`src/common/uart_consts.svh`:
```
`ifndef UART_CONSTS_SVH
`define UART_CONSTS_SVH
`define CLK_HZ        100000000
`define BAUD_DEF      9600
`define BAUD_BUS      19200
`define DIV_DEF       (`CLK_HZ / (16 * `BAUD_DEF))
`define DIV_BUS       (`CLK_HZ / (16 * `BAUD_BUS))
`define A_CFG         8'h00
`define A_DIV         8'h04
`define A_TXD         8'h08
`define A_RXD         8'h0C
`define A_STAT        8'h10
`define CFG_RST       6'h01
`define B_DATA8       0
`define B_PAR_LO      1
`define B_PAR_HI      2
`define B_HWFLOW      4
`define B_EN          5
`define CH_XON        8'h11
`define CH_XOFF       8'h13
`define CH_CR         8'h0D
`define CH_LF         8'h0A
`define BRK_TICKS     8'd160
`define BRK_TICKS_PAR 8'd176
`endif

```
`src/common/uart_pkg.sv`:
```
package uart_pkg;
  typedef enum logic [4:0] {
    ST_IDLE  = 5'b00001,
    ST_START = 5'b00010,
    ST_DATA  = 5'b00100,
    ST_PAR   = 5'b01000,
    ST_STOP  = 5'b10000
  } frame_st_t;
  typedef enum logic [1:0] {
    PAR_NONE = 2'b00,
    PAR_EVEN = 2'b01,
    PAR_ODD  = 2'b10
  } par_mode_t;
endpackage

```
`src/hdl/rs232_uart_flow_control.sv`:
```
// Our own choices: the address map and the strobed register port.
`timescale 1ns/1ps
`include "uart_consts.svh"
module rs232_uart_flow_control
  import uart_pkg::*;
(
  input  wire logic        ref_clk,
  input  wire logic        rst,
  input  wire logic        gpib_mode,
  input  wire logic [7:0]  addr,
  input  wire logic [31:0] wdata,
  input  wire logic        wr,
  input  wire logic        rd,
  output logic      [31:0] rdata,
  input  wire logic        rxd,
  output logic             txd,
  input  wire logic        cts_n,
  input  wire logic        dsr_n,
  output logic             dtr_n,
  output logic             rts_n,
  output logic             reset_req,
  output logic             term_seen
);
  logic [5:0]  cfg_r;
  logic [15:0] div_r;
  logic [15:0] tcnt_r;
  logic        tick;
  logic [2:0]  s1_r, s2_r, s3_r, flt_r;
  logic        rxf, hw, sw, en, data8, pen, podd;
  logic        hw_clear_r, pause_r;
  logic [7:0]  txq_r;
  logic        txq_v_r, xon_pend_r, xoff_pend_r;
  frame_st_t   tx_st_r, rx_st_r;
  logic [3:0]  tx_ph_r, rx_ph_r;
  logic [2:0]  tx_bit_r, rx_bit_r;
  logic [7:0]  tx_sh_r, rx_sh_r, rx_dat_r;
  logic        tx_par_r, rx_par_r, txd_r;
  logic        tx_go, tx_flow, tx_end, rx_end, rx_done;
  logic        rx_full_r, rx_take;
  logic        perr_r, ferr_r, brk_r, term_r;
  logic        perr_evt, ferr_evt;
  logic [7:0]  brk_cnt_r, brk_lim;
  logic [2:0]  nb;

  assign en    = cfg_r[`B_EN];
  assign hw    = cfg_r[`B_HWFLOW];
  assign sw    = !hw;
  assign data8 = cfg_r[`B_DATA8];
  assign pen   = cfg_r[`B_PAR_HI:`B_PAR_LO] != PAR_NONE;
  assign podd  = cfg_r[`B_PAR_HI:`B_PAR_LO] == PAR_ODD;
  assign nb    = data8 ? 3'd7 : 3'd6;
  assign rxf   = flt_r[0];

  // ----------------------------------------------------------------
  // Register port
  // ----------------------------------------------------------------
  always_ff @(posedge ref_clk)
  begin
    if (rst)
    begin
      cfg_r <= `CFG_RST;
      div_r <= gpib_mode ? 16'(`DIV_BUS) : 16'(`DIV_DEF);
    end
    else if (wr && addr == `A_CFG)
    begin
      cfg_r <= wdata[5:0];
    end
    else if (wr && addr == `A_DIV && wdata[15:0] != 16'h0000)
    begin
      div_r <= wdata[15:0];
    end
  end

  assign rx_take = rd && addr == `A_RXD;

  always_ff @(posedge ref_clk)
  begin
    if (rst)
      rdata <= 32'h0000_0000;
    else if (rd)
    begin
      unique case (addr)
        `A_CFG:  rdata <= {26'h000_0000, cfg_r};
        `A_DIV:  rdata <= {16'h0000, div_r};
        `A_RXD:  rdata <= {24'h00_0000, rx_dat_r};
        `A_STAT: rdata <= {24'h00_0000, pause_r, hw_clear_r, term_r,
                           brk_r, ferr_r, perr_r, txq_v_r, rx_full_r};
        default: rdata <= 32'h0000_0000;
      endcase
    end
    else
      rdata <= 32'h0000_0000;
  end

  // Sticky status: a new event in the clearing cycle keeps its bit.
  always_ff @(posedge ref_clk)
  begin
    if (rst)
      {term_r, brk_r, ferr_r, perr_r} <= 4'h0;
    else
    begin
      if (perr_evt)
        perr_r <= 1'b1;
      else if (wr && addr == `A_STAT && wdata[2])
        perr_r <= 1'b0;
      if (ferr_evt)
        ferr_r <= 1'b1;
      else if (wr && addr == `A_STAT && wdata[3])
        ferr_r <= 1'b0;
      if (reset_req)
        brk_r <= 1'b1;
      else if (wr && addr == `A_STAT && wdata[4])
        brk_r <= 1'b0;
      if (term_seen)
        term_r <= 1'b1;
      else if (wr && addr == `A_STAT && wdata[5])
        term_r <= 1'b0;
    end
  end

  // ----------------------------------------------------------------
  // Line input synchronisers and oversampling tick
  // ----------------------------------------------------------------
  always_ff @(posedge ref_clk)
  begin
    if (rst)
    begin
      s1_r  <= 3'b111;
      s2_r  <= 3'b111;
      s3_r  <= 3'b111;
      flt_r <= 3'b111;
    end
    else
    begin
      s1_r <= {dsr_n, cts_n, rxd};
      s2_r <= s1_r;
      s3_r <= s2_r;
      for (int i = 0; i < 3; i++)
        if (s2_r[i] == s3_r[i])
          flt_r[i] <= s3_r[i];
    end
  end

  // A divisor written below the running count ends the period at once,
  // instead of leaving the tick stalled until the counter wraps.
  assign tick = tcnt_r >= div_r - 16'h0001;

  always_ff @(posedge ref_clk)
  begin
    if (rst || tick)
      tcnt_r <= 16'h0000;
    else
      tcnt_r <= tcnt_r + 16'h0001;
  end

  // ----------------------------------------------------------------
  // Flow control
  // ----------------------------------------------------------------
  // Mixed CTS/DSR levels keep the last decision, giving hysteresis.
  always_ff @(posedge ref_clk)
  begin
    if (rst)
      hw_clear_r <= 1'b0;
    else if (flt_r[2:1] == 2'b00)
      hw_clear_r <= 1'b1;
    else if (flt_r[2:1] == 2'b11)
      hw_clear_r <= 1'b0;
  end

  assign rts_n = !en;
  assign dtr_n = !en || rx_full_r;

  always_ff @(posedge ref_clk)
  begin
    if (rst || hw)
      pause_r <= 1'b0;
    else if (rx_done && rx_sh_r == `CH_XOFF)
      pause_r <= 1'b1;
    else if (rx_done && rx_sh_r == `CH_XON)
      pause_r <= 1'b0;
  end

  always_ff @(posedge ref_clk)
  begin
    if (rst)
    begin
      xon_pend_r  <= 1'b1;
      xoff_pend_r <= 1'b0;
    end
    else if (hw)
    begin
      xon_pend_r  <= 1'b0;
      xoff_pend_r <= 1'b0;
    end
    else
    begin
      if (rx_done && !rx_full_r && rx_sh_r != `CH_XON && rx_sh_r != `CH_XOFF)
        xoff_pend_r <= 1'b1;
      else if (tx_go && tx_flow && xoff_pend_r)
        xoff_pend_r <= 1'b0;
      if (rx_take && rx_full_r)
        xon_pend_r <= 1'b1;
      else if (tx_go && tx_flow && !xoff_pend_r)
        xon_pend_r <= 1'b0;
    end
  end

  // ----------------------------------------------------------------
  // Transmitter
  // ----------------------------------------------------------------
  // Flow characters bypass the pause so the controller is never left
  // waiting for an XON the port cannot send.
  assign tx_flow = sw && (xoff_pend_r || xon_pend_r);
  assign tx_go   = en && tx_st_r == ST_IDLE &&
                   (tx_flow || (txq_v_r && (hw ? hw_clear_r : !pause_r)));
  assign tx_end  = tick && tx_ph_r == 4'hF;

  always_ff @(posedge ref_clk)
  begin
    if (rst)
      txq_v_r <= 1'b0;
    else if (wr && addr == `A_TXD && !txq_v_r)
      txq_v_r <= 1'b1;
    else if (tx_go && !tx_flow)
      txq_v_r <= 1'b0;
  end

  always_ff @(posedge ref_clk)
  begin
    if (wr && addr == `A_TXD && !txq_v_r)
      txq_r <= wdata[7:0];
  end

  always_ff @(posedge ref_clk)
  begin
    if (rst)
    begin
      tx_st_r  <= ST_IDLE;
      tx_ph_r  <= 4'h0;
      tx_bit_r <= 3'd0;
      tx_sh_r  <= 8'hFF;
      tx_par_r <= 1'b0;
    end
    else
    begin
      if (tick && tx_st_r != ST_IDLE)
        tx_ph_r <= tx_ph_r + 4'h1;
      unique case (tx_st_r)
        ST_IDLE:
          if (tx_go)
          begin
            tx_st_r  <= ST_START;
            tx_ph_r  <= 4'h0;
            tx_sh_r  <= !tx_flow ? txq_r : xoff_pend_r ? `CH_XOFF : `CH_XON;
            tx_par_r <= podd;
          end
        ST_START:
          if (tx_end)
          begin
            tx_st_r  <= ST_DATA;
            tx_bit_r <= 3'd0;
          end
        ST_DATA:
          if (tx_end)
          begin
            tx_sh_r  <= {1'b1, tx_sh_r[7:1]};
            tx_par_r <= tx_par_r ^ tx_sh_r[0];
            tx_bit_r <= tx_bit_r + 3'd1;
            if (tx_bit_r == nb)
            begin
              tx_st_r  <= pen ? ST_PAR : ST_STOP;
              tx_bit_r <= 3'd0;
            end
          end
        ST_PAR:
          if (tx_end)
            tx_st_r <= ST_STOP;
        ST_STOP:
          if (tx_end)
          begin
            tx_bit_r <= tx_bit_r + 3'd1;
            if (data8 || tx_bit_r == 3'd1)
              tx_st_r <= ST_IDLE;
          end
      endcase
    end
  end

  always_ff @(posedge ref_clk)
  begin
    if (rst)
      txd_r <= 1'b1;
    else
      txd_r <= tx_st_r == ST_START ? 1'b0 :
               tx_st_r == ST_DATA  ? tx_sh_r[0] :
               tx_st_r == ST_PAR   ? tx_par_r : 1'b1;
  end

  assign txd = txd_r;

  // ----------------------------------------------------------------
  // Receiver
  // ----------------------------------------------------------------
  assign rx_end   = tick && rx_ph_r == 4'hF;
  assign rx_done  = rx_st_r == ST_STOP && rx_end;
  assign perr_evt = rx_st_r == ST_PAR && rx_end && (rxf != rx_par_r);
  assign ferr_evt = rx_done && !rxf;

  always_ff @(posedge ref_clk)
  begin
    if (rst || !en)
    begin
      rx_st_r  <= ST_IDLE;
      rx_ph_r  <= 4'h0;
      rx_bit_r <= 3'd0;
      rx_sh_r  <= 8'h00;
      rx_par_r <= 1'b0;
    end
    else
    begin
      if (tick && rx_st_r != ST_IDLE)
        rx_ph_r <= rx_ph_r + 4'h1;
      unique case (rx_st_r)
        ST_IDLE:
          if (!rxf && brk_cnt_r == 8'd0)
          begin
            rx_st_r  <= ST_START;
            rx_ph_r  <= 4'h0;
            rx_sh_r  <= 8'h00;
            rx_par_r <= podd;
          end
        ST_START:
          if (tick && rx_ph_r == 4'h7)
          begin
            rx_st_r  <= rxf ? ST_IDLE : ST_DATA;
            rx_ph_r  <= 4'h0;
            rx_bit_r <= 3'd0;
          end
        ST_DATA:
          if (rx_end)
          begin
            rx_sh_r[rx_bit_r] <= rxf;
            rx_par_r <= rx_par_r ^ rxf;
            rx_bit_r <= rx_bit_r + 3'd1;
            if (rx_bit_r == nb)
              rx_st_r <= pen ? ST_PAR : ST_STOP;
          end
        ST_PAR:
          if (rx_end)
            rx_st_r <= ST_STOP;
        ST_STOP:
          if (rx_end)
            rx_st_r <= ST_IDLE;
      endcase
    end
  end

  // A byte that arrives while the buffer is still full is dropped.
  always_ff @(posedge ref_clk)
  begin
    if (rst)
    begin
      rx_full_r <= 1'b0;
      rx_dat_r  <= 8'h00;
    end
    else if (rx_done && !rx_full_r && !(sw && (rx_sh_r == `CH_XON ||
             rx_sh_r == `CH_XOFF)))
    begin
      rx_full_r <= 1'b1;
      rx_dat_r  <= rx_sh_r;
    end
    else if (rx_take)
      rx_full_r <= 1'b0;
  end

  always_ff @(posedge ref_clk)
  begin
    if (rst)
      term_seen <= 1'b0;
    else
      term_seen <= rx_done && (rx_sh_r == `CH_CR || rx_sh_r == `CH_LF);
  end

  // Break: the line stays low for a whole frame, start to last stop.
  assign brk_lim = pen ? `BRK_TICKS_PAR : `BRK_TICKS;

  always_ff @(posedge ref_clk)
  begin
    if (rst || rxf || !en)
      brk_cnt_r <= 8'd0;
    else if (tick && brk_cnt_r != 8'hFF)
      brk_cnt_r <= brk_cnt_r + 8'd1;
  end

  always_ff @(posedge ref_clk)
  begin
    if (rst)
      reset_req <= 1'b0;
    else
      reset_req <= tick && brk_cnt_r == brk_lim - 8'd1;
  end

  // ----------------------------------------------------------------
  // Checks
  // ----------------------------------------------------------------
  a_div_default: assert property (@(posedge ref_clk)
    rst && !gpib_mode |=> div_r == 16'(`DIV_DEF))
    else $error("divisor not at default rate after reset");
  a_div_bus: assert property (@(posedge ref_clk)
    rst && gpib_mode |=> div_r == 16'(`DIV_BUS))
    else $error("divisor not at bus rate after reset");
  a_start_low: assert property (@(posedge ref_clk) disable iff (rst)
    $rose(tx_st_r == ST_START) |=> !txd [*8])
    else $error("start bit not low");
  a_rts_active: assert property (@(posedge ref_clk) disable iff (rst)
    en |-> !rts_n)
    else $error("rts not active while enabled");
  a_dtr_ready: assert property (@(posedge ref_clk) disable iff (rst)
    en && rx_take && !rx_done |=> !dtr_n)
    else $error("dtr not ready after buffer read");
  a_xoff_full: assert property (@(posedge ref_clk) disable iff (rst)
    sw && $rose(rx_full_r) |-> xoff_pend_r || $past(tx_go))
    else $error("xoff not queued on full buffer");
  a_hw_hold: assert property (@(posedge ref_clk) disable iff (rst)
    hw && !hw_clear_r && tx_st_r == ST_IDLE |=> tx_st_r == ST_IDLE)
    else $error("transmit started without cts and dsr");
  a_pause_hold: assert property (@(posedge ref_clk) disable iff (rst)
    sw && pause_r && !tx_flow && tx_st_r == ST_IDLE |=> tx_st_r == ST_IDLE)
    else $error("transmit started while paused");
  a_false_start: assert property (@(posedge ref_clk) disable iff (rst)
    en && rx_st_r == ST_START && tick && rx_ph_r == 4'h7 && rxf
    |=> rx_st_r == ST_IDLE)
    else $error("glitch accepted as start bit");
  a_break_low: assert property (@(posedge ref_clk) disable iff (rst)
    reset_req |-> !rxf && $past(brk_cnt_r) == brk_lim - 8'd1)
    else $error("reset request without break");
endmodule

```
`config.mk`:
```
export PLATFORM = sky130hd
export DESIGN_NAME = rs232_uart_flow_control
export DESIGN_NICKNAME = d
export VERILOG_FILES = /design/src/common/uart_pkg.sv /design/src/hdl/rs232_uart_flow_control.sv
export VERILOG_INCLUDE_DIRS = /design/src /design/src/common
export SDC_FILE = /design/constraint.sdc
export NUM_CORES = 1
export LEC_CHECK = 0
export BUFFER_PORTS_ARGS = -buffer_cell sky130_fd_sc_hd__buf_2
export CORE_AREA = 4 4 118 120
export DETAILED_ROUTE_END_ITERATION = 16
export DIE_AREA = 0 0 122 124
export GPL_ROUTABILITY_DRIVEN = 0
export PLACE_DENSITY = 0.84
export SYNTH_ARGS = -nofsm -noshare
export SYNTH_HDL_FRONTEND = slang
export SYNTH_SLANG_ARGS = --single-unit
```
`constraint.sdc`:
```
create_clock -name ref_clk -period 5.08 [get_ports ref_clk]
set_clock_uncertainty 0.15 [all_clocks]
set_input_delay 0.508 -clock ref_clk [delete_from_list [all_inputs] [get_ports ref_clk]]
set_output_delay 0.508 -clock ref_clk [all_outputs]
set_load 0.02 [all_outputs]
```
======== Word level (Yosys, flattened, before mapping) ========
Cells that the tools add are included.
operators by class
  bitwise operators ....................... 3
  reduce and logical (&&, ||, !) cells .... 90
  mux-type cells .......................... 81
  eq/ne operators ......................... 50
  order comparisons ....................... 3
  add/subtract/negate cells ............... 8
operators by type and width
  cell                                                                    number
  5-bit two-way mux                                                       15
  16-bit one-hot mux with 4 select lines                                  1
  5-bit one-hot mux with 5 select lines                                   2
  16-bit two-way mux                                                      3
  1-bit logical AND                                                       41
  8-bit two-way mux                                                       5
  8-bit by 4-bit equality test with 1-bit output (second input constant)  4
  8-bit one-hot mux with 2 select lines                                   2
  1-bit two-way mux                                                       31
  2-bit != test (second input constant)                                   14
  2-bit nonzero test                                                      14
  8-bit by 5-bit equality test with 1-bit output (second input constant)  3
  4-bit two-way mux                                                       6
  3-bit two-way mux                                                       7
  16-bit by 1-bit adder with 16-bit output (second input constant)        1
  16-bit greater-or-equal comparator                                      1
  8-bit zero test                                                         2
  8-bit by 5-bit != test with 1-bit output (second input constant)        2
  16-bit nonzero test                                                     1
  16-bit by 1-bit subtractor with 16-bit output (second input constant)   1
  1-bit logical OR                                                        11
  5-bit by 1-bit equality test with 1-bit output (second input constant)  2
  5-bit by 2-bit equality test with 1-bit output (second input constant)  2
  5-bit by 3-bit equality test with 1-bit output (second input constant)  2
  other kinds (38)                                                        62
word-level totals
  register bits after elaboration ......... 161
  bits of input ports ..................... 48

======== Depth between registers and ports, before layout ========
Gate-level depths: netlist of run 1.
  depth after elaboration ................. 10
  depth in mapped cells ................... 15
  gate-level depth less buffers ........... 13

======== Worst setup path after synthesis of run 1 ========
No wires, ideal clock.
  kind .................................... reg2reg
  from .................................... register div_r[3]
  to ...................................... register rx_ph_r[3]
  slack ................................... 1.073 ns
  arrival ................................. 3.787 ns
  path buffers ............................ 1
  data required time ...................... 4.860 ns
  stages on the path, launching flop included .. 15
  setup time .............................. 0.070 ns
  cell sequence ........................... edfxtp_1 or4_1 or3_1 nor3_1 nand2_1 nor4_1 xnor2_1 ha_1 nand4_2 nor4_4 o31a_2 nor3_2 buf_6 or4_1 a21oi_1
on the way
  longest elaborated chain between the ends .. 6
  elaborated cells on any way between the ends .. 8
  classes of those cells .................. 1 x add/sub; 1 x order compare; 4 x mux; 2 x reduce/logical
RTL lines
  element                                          line                                                            source
  start, declared                                  rs232_uart_flow_control.sv:25                                   logic [15:0] div_r;
  start signal, assigned                           rs232_uart_flow_control.sv:62                                   div_r <= gpib_mode ? 16'(`DIV_BUS) : 16'(`DIV_DEF);
  start signal, assigned                           rs232_uart_flow_control.sv:70                                   div_r <= wdata[15:0];
  16-bit by 1-bit subtractor with 16-bit output *  rs232_uart_flow_control.sv:146                                  assign tick = tcnt_r >= div_r - 16'h0001;
  16-bit greater-or-equal comparator *             rs232_uart_flow_control.sv:146
  1-bit logical AND                                rs232_uart_flow_control.sv:321                                  if (tick && rx_st_r != ST_IDLE)
  4-bit two-way mux                                rs232_uart_flow_control.sv:321
  4-bit two-way mux (on tied branches)             rs232_uart_flow_control.sv:333, rs232_uart_flow_control.sv:325
  4-bit one-hot mux with 2 select lines *          rs232_uart_flow_control.sv:323                                  unique case (rx_st_r)
  end signal, assigned                             rs232_uart_flow_control.sv:322                                  rx_ph_r <= rx_ph_r + 4'h1;
  end, declared                                    rs232_uart_flow_control.sv:34                                   logic [3:0] tx_ph_r, rx_ph_r;
Every way passes the cells marked *; elsewhere a longest branch is shown, timed or not.
A chain may end at the register's enable or synchronous reset.

======== Worst setup path after layout of run 1 ========
  from .................................... register div_r[3]
  to ...................................... register tx_bit_r[2]
on the way
  longest elaborated chain between the ends .. 5
  elaborated cells on any way between the ends .. 7
  classes of those cells .................. 1 x add/sub; 1 x order compare; 3 x eq/ne; 2 x reduce/logical
RTL lines
  element                                          line                            source
  16-bit by 1-bit subtractor with 16-bit output *  rs232_uart_flow_control.sv:146
  16-bit greater-or-equal comparator *             rs232_uart_flow_control.sv:146
  1-bit logical AND *                              rs232_uart_flow_control.sv:216  assign tx_end = tick && tx_ph_r == 4'hF;
  2-bit != test (no source line)                   -
  4-bit AND reduction (no source line) *           -
  end signal, assigned                             rs232_uart_flow_control.sv:268  tx_bit_r <= tx_bit_r + 3'd1;
  end signal, assigned                             rs232_uart_flow_control.sv:281  tx_bit_r <= tx_bit_r + 3'd1;
  end, declared                                    rs232_uart_flow_control.sv:35   logic [2:0] tx_bit_r, rx_bit_r;
Marks and branches as above.

==> results of run 1 <==
==> where the power goes <==
part | leakage (uW) | switching [uW] | internal, uW
Sequential | 0.00121 | 26.9 | 1190
Combinational | 0.00179 | 88.3 | 56.6
Clock | 0.000308 | 489 | 858
==> area by class of cell <==
type	count	area share
clock inverters	11	0.0174
well taps	176	0.0259
inverters	28	0.0124
clock buffers	21	0.0592
repair buffers	58	0.0360
multi-input cells	622	0.479
flip-flops and latches	145	0.370
==> per-stage QoR <==
stage          cell area (sq um)  total power [uW]
3_3_place_gp                7840              1380
6_report                    8490              2710
2_1_floorplan               7570              1350
5_1_grt                     8490              2800
3_5_place_dp                7840              1380
4_1_cts                     8490              2720
==> state kept, by name, indices dropped and copies added, names as in the netlist, 3 cells and up <==
name,count
div_r,16
rdata,16
tcnt_r,16
brk_cnt_r,8
rx_dat_r,8
rx_sh_r,8
tx_sh_r,8
txq_r,8
cfg_r,6
rx_st_r,5
tx_st_r,5
rx_ph_r,4
tx_ph_r,4
flt_r,3
rx_bit_r,3
s1_r,3
s2_r,3
s3_r,3
tx_bit_r,3
==> cell families after synthesis <==
family / Yosys count / share of synthesized area
xor gates and xnor gates: 36 / 0.0420
AOI/OAI and AO/OA: 181 / 0.170
other: 1 / 0.000499
buffers and inverters: 80 / 0.0503
DFF: 145 / 0.418
and+or+nand+nor: 339 / 0.243
adders and majority gates: 26 / 0.0433
muxes: 24 / 0.0323
==> cells in the final DEF, fill, tap and decap left out, types with 6 or more instances in the layout <==
cell	n
o22ai_1	8
a31oi_1	8
nand2b_1	25
nand4_1	11
buf_4	6
buf_2	52
clkbuf_16	19
xor2_1	18
xnor2_1	18
or3_1	12
dfxtp_1	121
o21ai_0	27
o21bai_1	7
nor4_1	11
nand2_1	65
nor2_1	73
ha_1	26
mux2i_1	22
inv_1	28
nor2b_1	17
or2_2	16
nand3_1	25
a222oi_1	8
edfxtp_1	24
a211oi_1	6
a21oi_1	57
conb_1	16
o31ai_1	6
and3_1	22
nor3_1	19
or4_1	9
==> metal layers <==
| layer | GRT usage | vias to the layer above | part of all wire |
|---|---|---|---|
| li1 | - | 3058 | - |
| met1 | 0.296 | 3006 | 0.42 |
| met2 | 0.408 | 255 | 0.49 |
| met3 | 0.0663 | 33 | 0.069 |
| met4 | 0.0833 | 2 | 0.020 |
| met5 | 0 | - | 0.00073 |
==> critical path, delay by kind of cell (launching register included) <==
kind            cells  cell delay [ps]
compound gates      3             1260
flops               1              460
fa+ha+maj           1              320
xor+xnor            1              130
simple gates        7             2380
==> final timing paths <==
kind                 end  cells after the start  slack (ps)
min              s1_r[2]                      2         120
max          tx_bit_r[2]                     12         330
min reg2reg      s2_r[2]                      1         260
max reg2reg  tx_bit_r[2]                     12         330
==> results.py, run 1 <==
metrics = {
    "status": {
        "status": "complete, no violations",
    },
    "synth": {
        "seq_area_frac_synth": 0.418,
        "avgSynthCellArea_sq_um": 9.03,
        "synth_top_area_share": 0.323,
        "synth_area_leaders": "dfxtp_1 32%, edfxtp_1 9.6%, ha_1 4.3%",
        "yosys.area.top_type": "dfxtp_1",
        "syn_inst": 832,
        "netlist_area_sq_um": 7510,
        "synth_enable_flop_cells": 24,
        "yosysMostFrequentCell": "dfxtp_1",
        "synth_ff_type": "dfxtp_1",
        "async_flop_share": 0,
        "ys_ff_latch": 145,
        "synth_cell_types": 82,
        "synth_common_cells": "121 x dfxtp_1, 73 x nor2_1, 65 x nand2_1",
        "synth_warnings": 0,
    },
    "timing": {
        "period_share": 0.934,
        "setup_tns_ps": 0,
        "slew_viol_final": 0,
        "hold_viol_final": 0,
        "grt_setup_unrepaired": "false",
        "layout_setup_ws_ps": 333,
        "worst_pin_slew_ps": 1040,
        "whs_ps": 119,
        "max_freq_ghz": 0.211,
        "finalSetupViolCount": 0,
        "finalCriticalPeriod_ps": 4750,
        "relSlewSlack": 0.307,
    },
    "floorplanning": {
        "dieArea_sq_um": 15100,
        "initial_utilization": 0.579,
        "rows": 42,
        "die_h_um": 124,
        "die_w_um": 122,
        "fp.coreArea_sq_um": 13000,
        "pin_count": 85,
    },
    "setup_path": {
        "cp_max_fo": 6,
        "setup.worst_path.class": "register to register",
        "worstReg2RegStart": "div_r[3]",
        "cp.arrival_ps": 4950,
        "end_kind": "register",
        "crit_chain": "or4_1, or3_1, nor3_1, nand2_1, nor4_1, xnor2_1, ha_1, nand4_2, o2bb2ai_1, o311ai_1, or4b_1, a21oi_1",
        "crit_start": "div_r[3]",
        "cp_slowest_cell": "o2bb2ai_1",
        "setup.worst_path.start_class": "register",
        "slowest_delay_ps": 720,
        "crit_required_ps": 5280,
    },
    "route": {
        "ant_nets": 0,
        "via_count": 6354,
        "via_per_inst": 5.99,
        "drtPass1Iterations": 7,
        "finalWirelength_mm": 17.8,
        "post_drt_wl_per_cell_um": 16.7,
        "drc": 0,
        "drtIter0Drc": 557,
    },
    "cts": {
        "cts_tree": "yes",
        "clkSinkCount": 145,
        "cts_buffers": 17,
        "cts_setup_buffers": 0,
        "clk_latency_ps": 420,
        "clockBufferDepth": 2,
        "cts_resized": 0,
        "hold_buffers": 0,
        "htreeDepth": 4,
        "clkSlewWorstSetupHoldPaths_ps": 60,
        "cts-root-buf": "clkbuf_16",
    },
    "final_layout": {
        "nets": 946,
        "seq_area_sq_um": 3140,
        "drive_gt1_frac": 0.158,
        "n_antenna_cell": 0,
        "final_util": 0.654,
        "fillerInstances": 1054,
        "multi_input_area_sq_um": 4070,
        "syn2layout_area_growth_pct": 13.0,
        "final_cells": 1061,
    },
    "place": {
        "dp.cells": 1029,
        "io_buffer_count": 52,
        "pre_cts_ws_ps": 449,
        "dpl.hpwl_mm": 12.4,
    },
    "grt": {
        "globalRouteOverflowTotal": 0,
        "antenna_found_initial": 1,
        "grt_max_degree": 65,
        "grtUsageTotal": 0.241,
        "grt_pass1_wl_mm": 28.8,
        "grt_pass1_vias": 5890,
    },
    "hold_path": {
        "hold_path.class": "input port to register",
        "holdCritStartpoint": "dsr_n",
    },
    "power_and_ir_drop": {
        "power.density_nw_per_um2": 319,
        "p_leak_uw": 0.00331,
        "max-vdd-ir-drop_uv": 243,
    },
    "run": {
        "cap_violations": 0,
    },
}
No activity file was read; power rests on OpenSTA's default activity.
==> run 2, diff against run 1 <==
CORE_AREA = 4 4 122 124   (was 4 4 118 120)
DIE_AREA = 0 0 126 128   (was 0 0 122 124)
PLACE_DENSITY = 0.75   (was 0.84)
==> run 2 against run 1 <==
Effect of this change: worst setup slack better by 13 ps; non-clock buffer count unchanged; core utilization down 4.3 points; fmax up 0.27%; largest power group unchanged; sequential cell count unchanged; combinational power about the same; critical path type unchanged.
==> results.py, run 2 (synthesized netlist as in run 1, its figures left out) <==
metrics = {
    "place": {
        "dp.cells": 1033,
        "io_buffer_count": 52,
        "post_dp_cell_area_sq_um": 7840,
        "dpl.hpwl_mm": 12.1,
    },
    "cts": {
        "htreeDepth": 4,
        "cts_buffers": 17,
        "cts_resized": 0,
        "clkSlewWorstSetupHoldPaths_ps": 60,
        "clk_latency_ps": 420,
        "clkSinkCount": 145,
        "hold_buffers": 0,
        "clockBufferDepth": 2,
        "cts_tree": "yes",
        "cts-root-buf": "clkbuf_16",
        "cts_setup_buffers": 0,
    },
    "final_layout": {
        "final_cells": 1065,
        "fillerInstances": 1183,
        "nets": 946,
        "syn2layout_area_growth_pct": 12.1,
        "n_antenna_cell": 0,
        "final_area_sq_um": 8420,
        "final_common_cell": "dfxtp_1",
        "drive_gt1_frac": 0.153,
        "reg_top3": "div_r x16, rdata x16, tcnt_r x16",
        "final_cell_mix": "121 x dfxtp_1, 73 x nor2_1, 65 x nand2_1, 57 x a21oi_1, 52 x buf_2",
    },
    "power_and_ir_drop": {
        "max-vdd-ir-drop_uv": 244,
        "seqPwrFrac": 0.470,
        "switching_share": 0.225,
        "power_switching_uw": 583,
        "p_leak_uw": 0.00327,
        "power_frac_comb": 0.055,
        "power.density_nw_per_um2": 308,
        "pwr-share-clk": 0.475,
        "p_int_uw": 2010,
    },
    "timing": {
        "setup_tns_ps": 0,
        "hold_viol_final": 0,
        "finalCriticalPeriod_ps": 4730,
        "grt_setup_unrepaired": "false",
        "max_freq_ghz": 0.211,
        "period_share": 0.932,
        "relSlewSlack": 0.264,
        "slew_viol_final": 0,
        "worst_pin_slew_ps": 1100,
        "finalSetupViolCount": 0,
    },
    "setup_path": {
        "cp.arrival_ps": 4930,
        "crit_start": "div_r[3]",
        "end_kind": "register",
        "crit_required_ps": 5270,
        "worstReg2RegStart": "div_r[3]",
        "cp_max_fo": 9,
        "setup.worst_path.class": "register to register",
        "setup.worst_path.start_class": "register",
    },
    "floorplanning": {
        "fp.coreArea_sq_um": 13800,
        "pin_count": 85,
        "initial_utilization": 0.545,
        "die_w_um": 126,
        "die_h_um": 128,
        "rows": 43,
        "dieArea_sq_um": 16100,
    },
    "route": {
        "drtIter0Drc": 596,
        "via_per_inst": 5.85,
        "ant_nets": 0,
        "via_count": 6228,
        "drtPass1Iterations": 6,
        "finalWirelength_mm": 17.6,
        "post_drt_wl_per_cell_um": 16.5,
        "drc": 0,
    },
    "hold_path": {
        "hold_path.class": "input port to register",
        "holdCritStartpoint": "rxd",
    },
    "grt": {
        "globalRouteOverflowTotal": 0,
        "grtUsageTotal": 0.221,
        "grt_pass1_wl_mm": 29.1,
        "grt_pass1_vias": 5850,
        "grt_max_degree": 79,
        "antenna_found_initial": 1,
    },
    "run": {
        "cap_violations": 0,
    },
    "status": {
        "status": "complete, no violations",
    },
}
[run 2: layout make-up]
cell class              count  area [sq um]  share of cell area
clock inverters            14           148              0.0175
inverters                  28           105              0.0125
well taps                 180           225              0.0267
repair buffers             58           305              0.0363
flip-flops and latches    145          3140               0.373
multi-input cells         622          4070               0.483
clock buffers              18           429              0.0510
[run 2: per-layer routing]
metal  share of wire  global-route usage
met1            0.45               0.297
met2            0.46               0.356
met3           0.064              0.0500
met4           0.017              0.0732
met5          0.0011                   0
[run 2: path summary, 6_finish.rpt]
path | endpoint | slack [ps] | depth (start not counted)
worst min-delay path | s1_r[0] | 120 | 2
worst max register to register | rx_dat_r[7] | 350 | 13
worst max-delay path | rx_dat_r[7] | 350 | 13
worst min register to register | s2_r[2] | 260 | 1
[run 2: power by group through the flow]
stage,combinational [uW],clock (uW),sequential [uW]
floorplan,120,0,1230
global placement,138,0,1240
detailed placement,141,0,1240
CTS,142,1240,1220
global route,159,1290,1220
finish,142,1230,1220
[run 2: through the flow]
step,total power [uW],worst slack (ps),utilization,hold slack [ps]
2_1_floorplan,1350,1070,-,239
3_3_place_gp,1380,624,0.569,243
3_5_place_dp,1380,543,0.569,247
4_1_cts,2600,381,0.611,108
5_1_grt,2670,6.70,0.611,120
6_report,2590,346,0.611,120
[run 2: worst max-delay path: stages (launching register included)]
cell and delay [ps]:
edfxtp_1 460, or4_1 570, or3_1 370, nor3_1 270, nand2_1 160, nor4_1 260, xnor2_1 140, ha_1 330
nand4_2 210, o2bb2ai_1 670, o31ai_2 310, nor4_2 300, buf_4 240, mux2i_1 220
==> run 3, diff against run 2 <==
PLACE_DENSITY = 0.73   (was 0.75)
==> run 3 against run 2 <==
Effect of this change: critical path depth did not move; sequential cell count did not move; die area did not move; cell area rose by 0.56%; total power rose by 3.8%; largest power group unchanged; highest routed layer unchanged.
==> results.py, run 3 (synthesized netlist as in run 1, its figures left out) <==
metrics = {
    "status": {
        "status": "complete, no violations",
    },
    "setup_path": {
        "setup.worst_path.start_class": "register",
        "crit_cells": 13,
        "r2r_cells": 13,
        "rrSetupSlack_ps": 300,
        "crit_path_end": "rx_dat_r[0]",
        "setup.worst_path.class": "register to register",
        "worstReg2RegStart": "div_r[3]",
        "crit_chain": "or4_1, or3_1, nor3_1, nand2_1, nor4_1, xnor2_1, ha_1, nand4_2, o2bb2ai_1, o31ai_2, nor4_2, buf_4, mux2i_1",
        "crit_start": "div_r[3]",
        "reg2reg_to": "rx_dat_r[0]",
        "cp.arrival_ps": 4970,
        "end_kind": "register",
        "cp_max_fo": 9,
        "crit_required_ps": 5270,
        "cp_top_family": "simple AND/OR/NAND/NOR gates",
        "slowest_delay_ps": 720,
        "cp_slowest_cell": "o2bb2ai_1",
        "critPathBufInv": 1,
    },
    "final_layout": {
        "final_cells": 1065,
        "drive_gt1_frac": 0.154,
        "n_antenna_cell": 0,
        "nets": 946,
        "final_cell_mix": "121 x dfxtp_1, 73 x nor2_1, 65 x nand2_1, 57 x a21oi_1, 52 x buf_2",
        "reg_top3": "div_r x16, rdata x16, tcnt_r x16",
        "final_common_cell": "dfxtp_1",
        "syn2layout_area_growth_pct": 12.7,
    },
    "floorplanning": {
        "die_h_um": 128,
        "fp.coreArea_sq_um": 13800,
        "dieArea_sq_um": 16100,
        "initial_utilization": 0.545,
        "pin_count": 85,
        "die_w_um": 126,
        "rows": 43,
    },
    "timing": {
        "worst_pin_slew_ps": 1020,
        "hold_viol_final": 0,
        "grt_setup_unrepaired": "false",
        "period_share": 0.941,
        "max_freq_ghz": 0.209,
        "whs_ps": 115,
        "relSlewSlack": 0.317,
        "finalSetupViolCount": 0,
        "finalCriticalPeriod_ps": 4780,
        "setup_tns_ps": 0,
        "slew_viol_final": 0,
    },
    "grt": {
        "grt_pass1_vias": 5804,
        "grtUsageTotal": 0.219,
        "antenna_found_initial": 1,
        "globalRouteOverflowTotal": 0,
        "grt_pass1_wl_mm": 28.7,
        "grt_max_degree": 83,
    },
    "place": {
        "dpl.hpwl_mm": 12.1,
        "dp.cells": 1033,
        "io_buffer_count": 52,
    },
    "cts": {
        "cts_resized": 0,
        "cts_tree": "yes",
        "clkSlewWorstSetupHoldPaths_ps": 60,
        "cts_buffers": 17,
        "clkSinkCount": 145,
        "cts_setup_buffers": 0,
        "cts-root-buf": "clkbuf_16",
        "clockBufferDepth": 2,
        "hold_buffers": 0,
        "htreeDepth": 4,
        "clk_latency_ps": 420,
    },
    "route": {
        "finalWirelength_mm": 17.4,
        "drtPass1Iterations": 6,
        "via_per_inst": 5.90,
        "drc": 0,
        "via_count": 6281,
        "drtIter0Drc": 627,
        "ant_nets": 0,
        "post_drt_wl_per_cell_um": 16.3,
    },
    "power_and_ir_drop": {
        "p_leak_uw": 0.00331,
        "power.density_nw_per_um2": 318,
        "max-vdd-ir-drop_uv": 221,
    },
    "hold_path": {
        "hold_path.class": "input port to register",
    },
    "run": {
        "cap_violations": 0,
    },
}
-- run 3: final cells by class --
class / count / area (sq um)
inverters: 28 / 105
flip-flops and latches: 145 / 3140
repair buffers: 58 / 305
multi-input cells: 622 / 4070
clock buffers: 19 / 433
clock inverters: 13 / 191
fillers: 1216 / 5310
well taps: 180 / 225
-- run 3: stage by stage --
step            util  total power (uW)  worst slack [ps]  cell area [sq um]
3_3_place_gp   0.569              1380               628               7840
5_1_grt        0.615              2780              26.2               8470
4_1_cts        0.615              2710               330               8470
3_5_place_dp   0.569              1380               524               7840
6_report       0.615              2690               298               8470
2_1_floorplan      -              1350              1070               7570
-- run 3: report_power, final --
part,leakage [uW],switching (uW),internal (uW),total [uW]
registers,0.00121,28.0,1190,1220
clock network,0.000309,464,863,1330
logic,0.00179,86.8,56.3,143
-- run 3: worst min-delay path by stage --
stage | startpoint | end | cells past startpoint
floorplan | s1_r[0] | s2_r[0] | 1
global placement | s1_r[0] | s2_r[0] | 1
detailed placement | s1_r[0] | s2_r[0] | 1
CTS | cts_n | s1_r[1] | 2
global route | cts_n | s1_r[1] | 2
finish | cts_n | s1_r[1] | 2
-- run 3: per-layer routing --
| layer | track usage | wire length [um] | up-vias |
|---|---|---|---|
| met3 | 0.0538 | 1180 | 23 |
| met1 | 0.289 | 7730 | 2985 |
| li1 | - | - | 3067 |
| met4 | 0.0757 | 265 | 2 |
| met5 | 0 | 13 | - |
| met2 | 0.354 | 8200 | 204 |
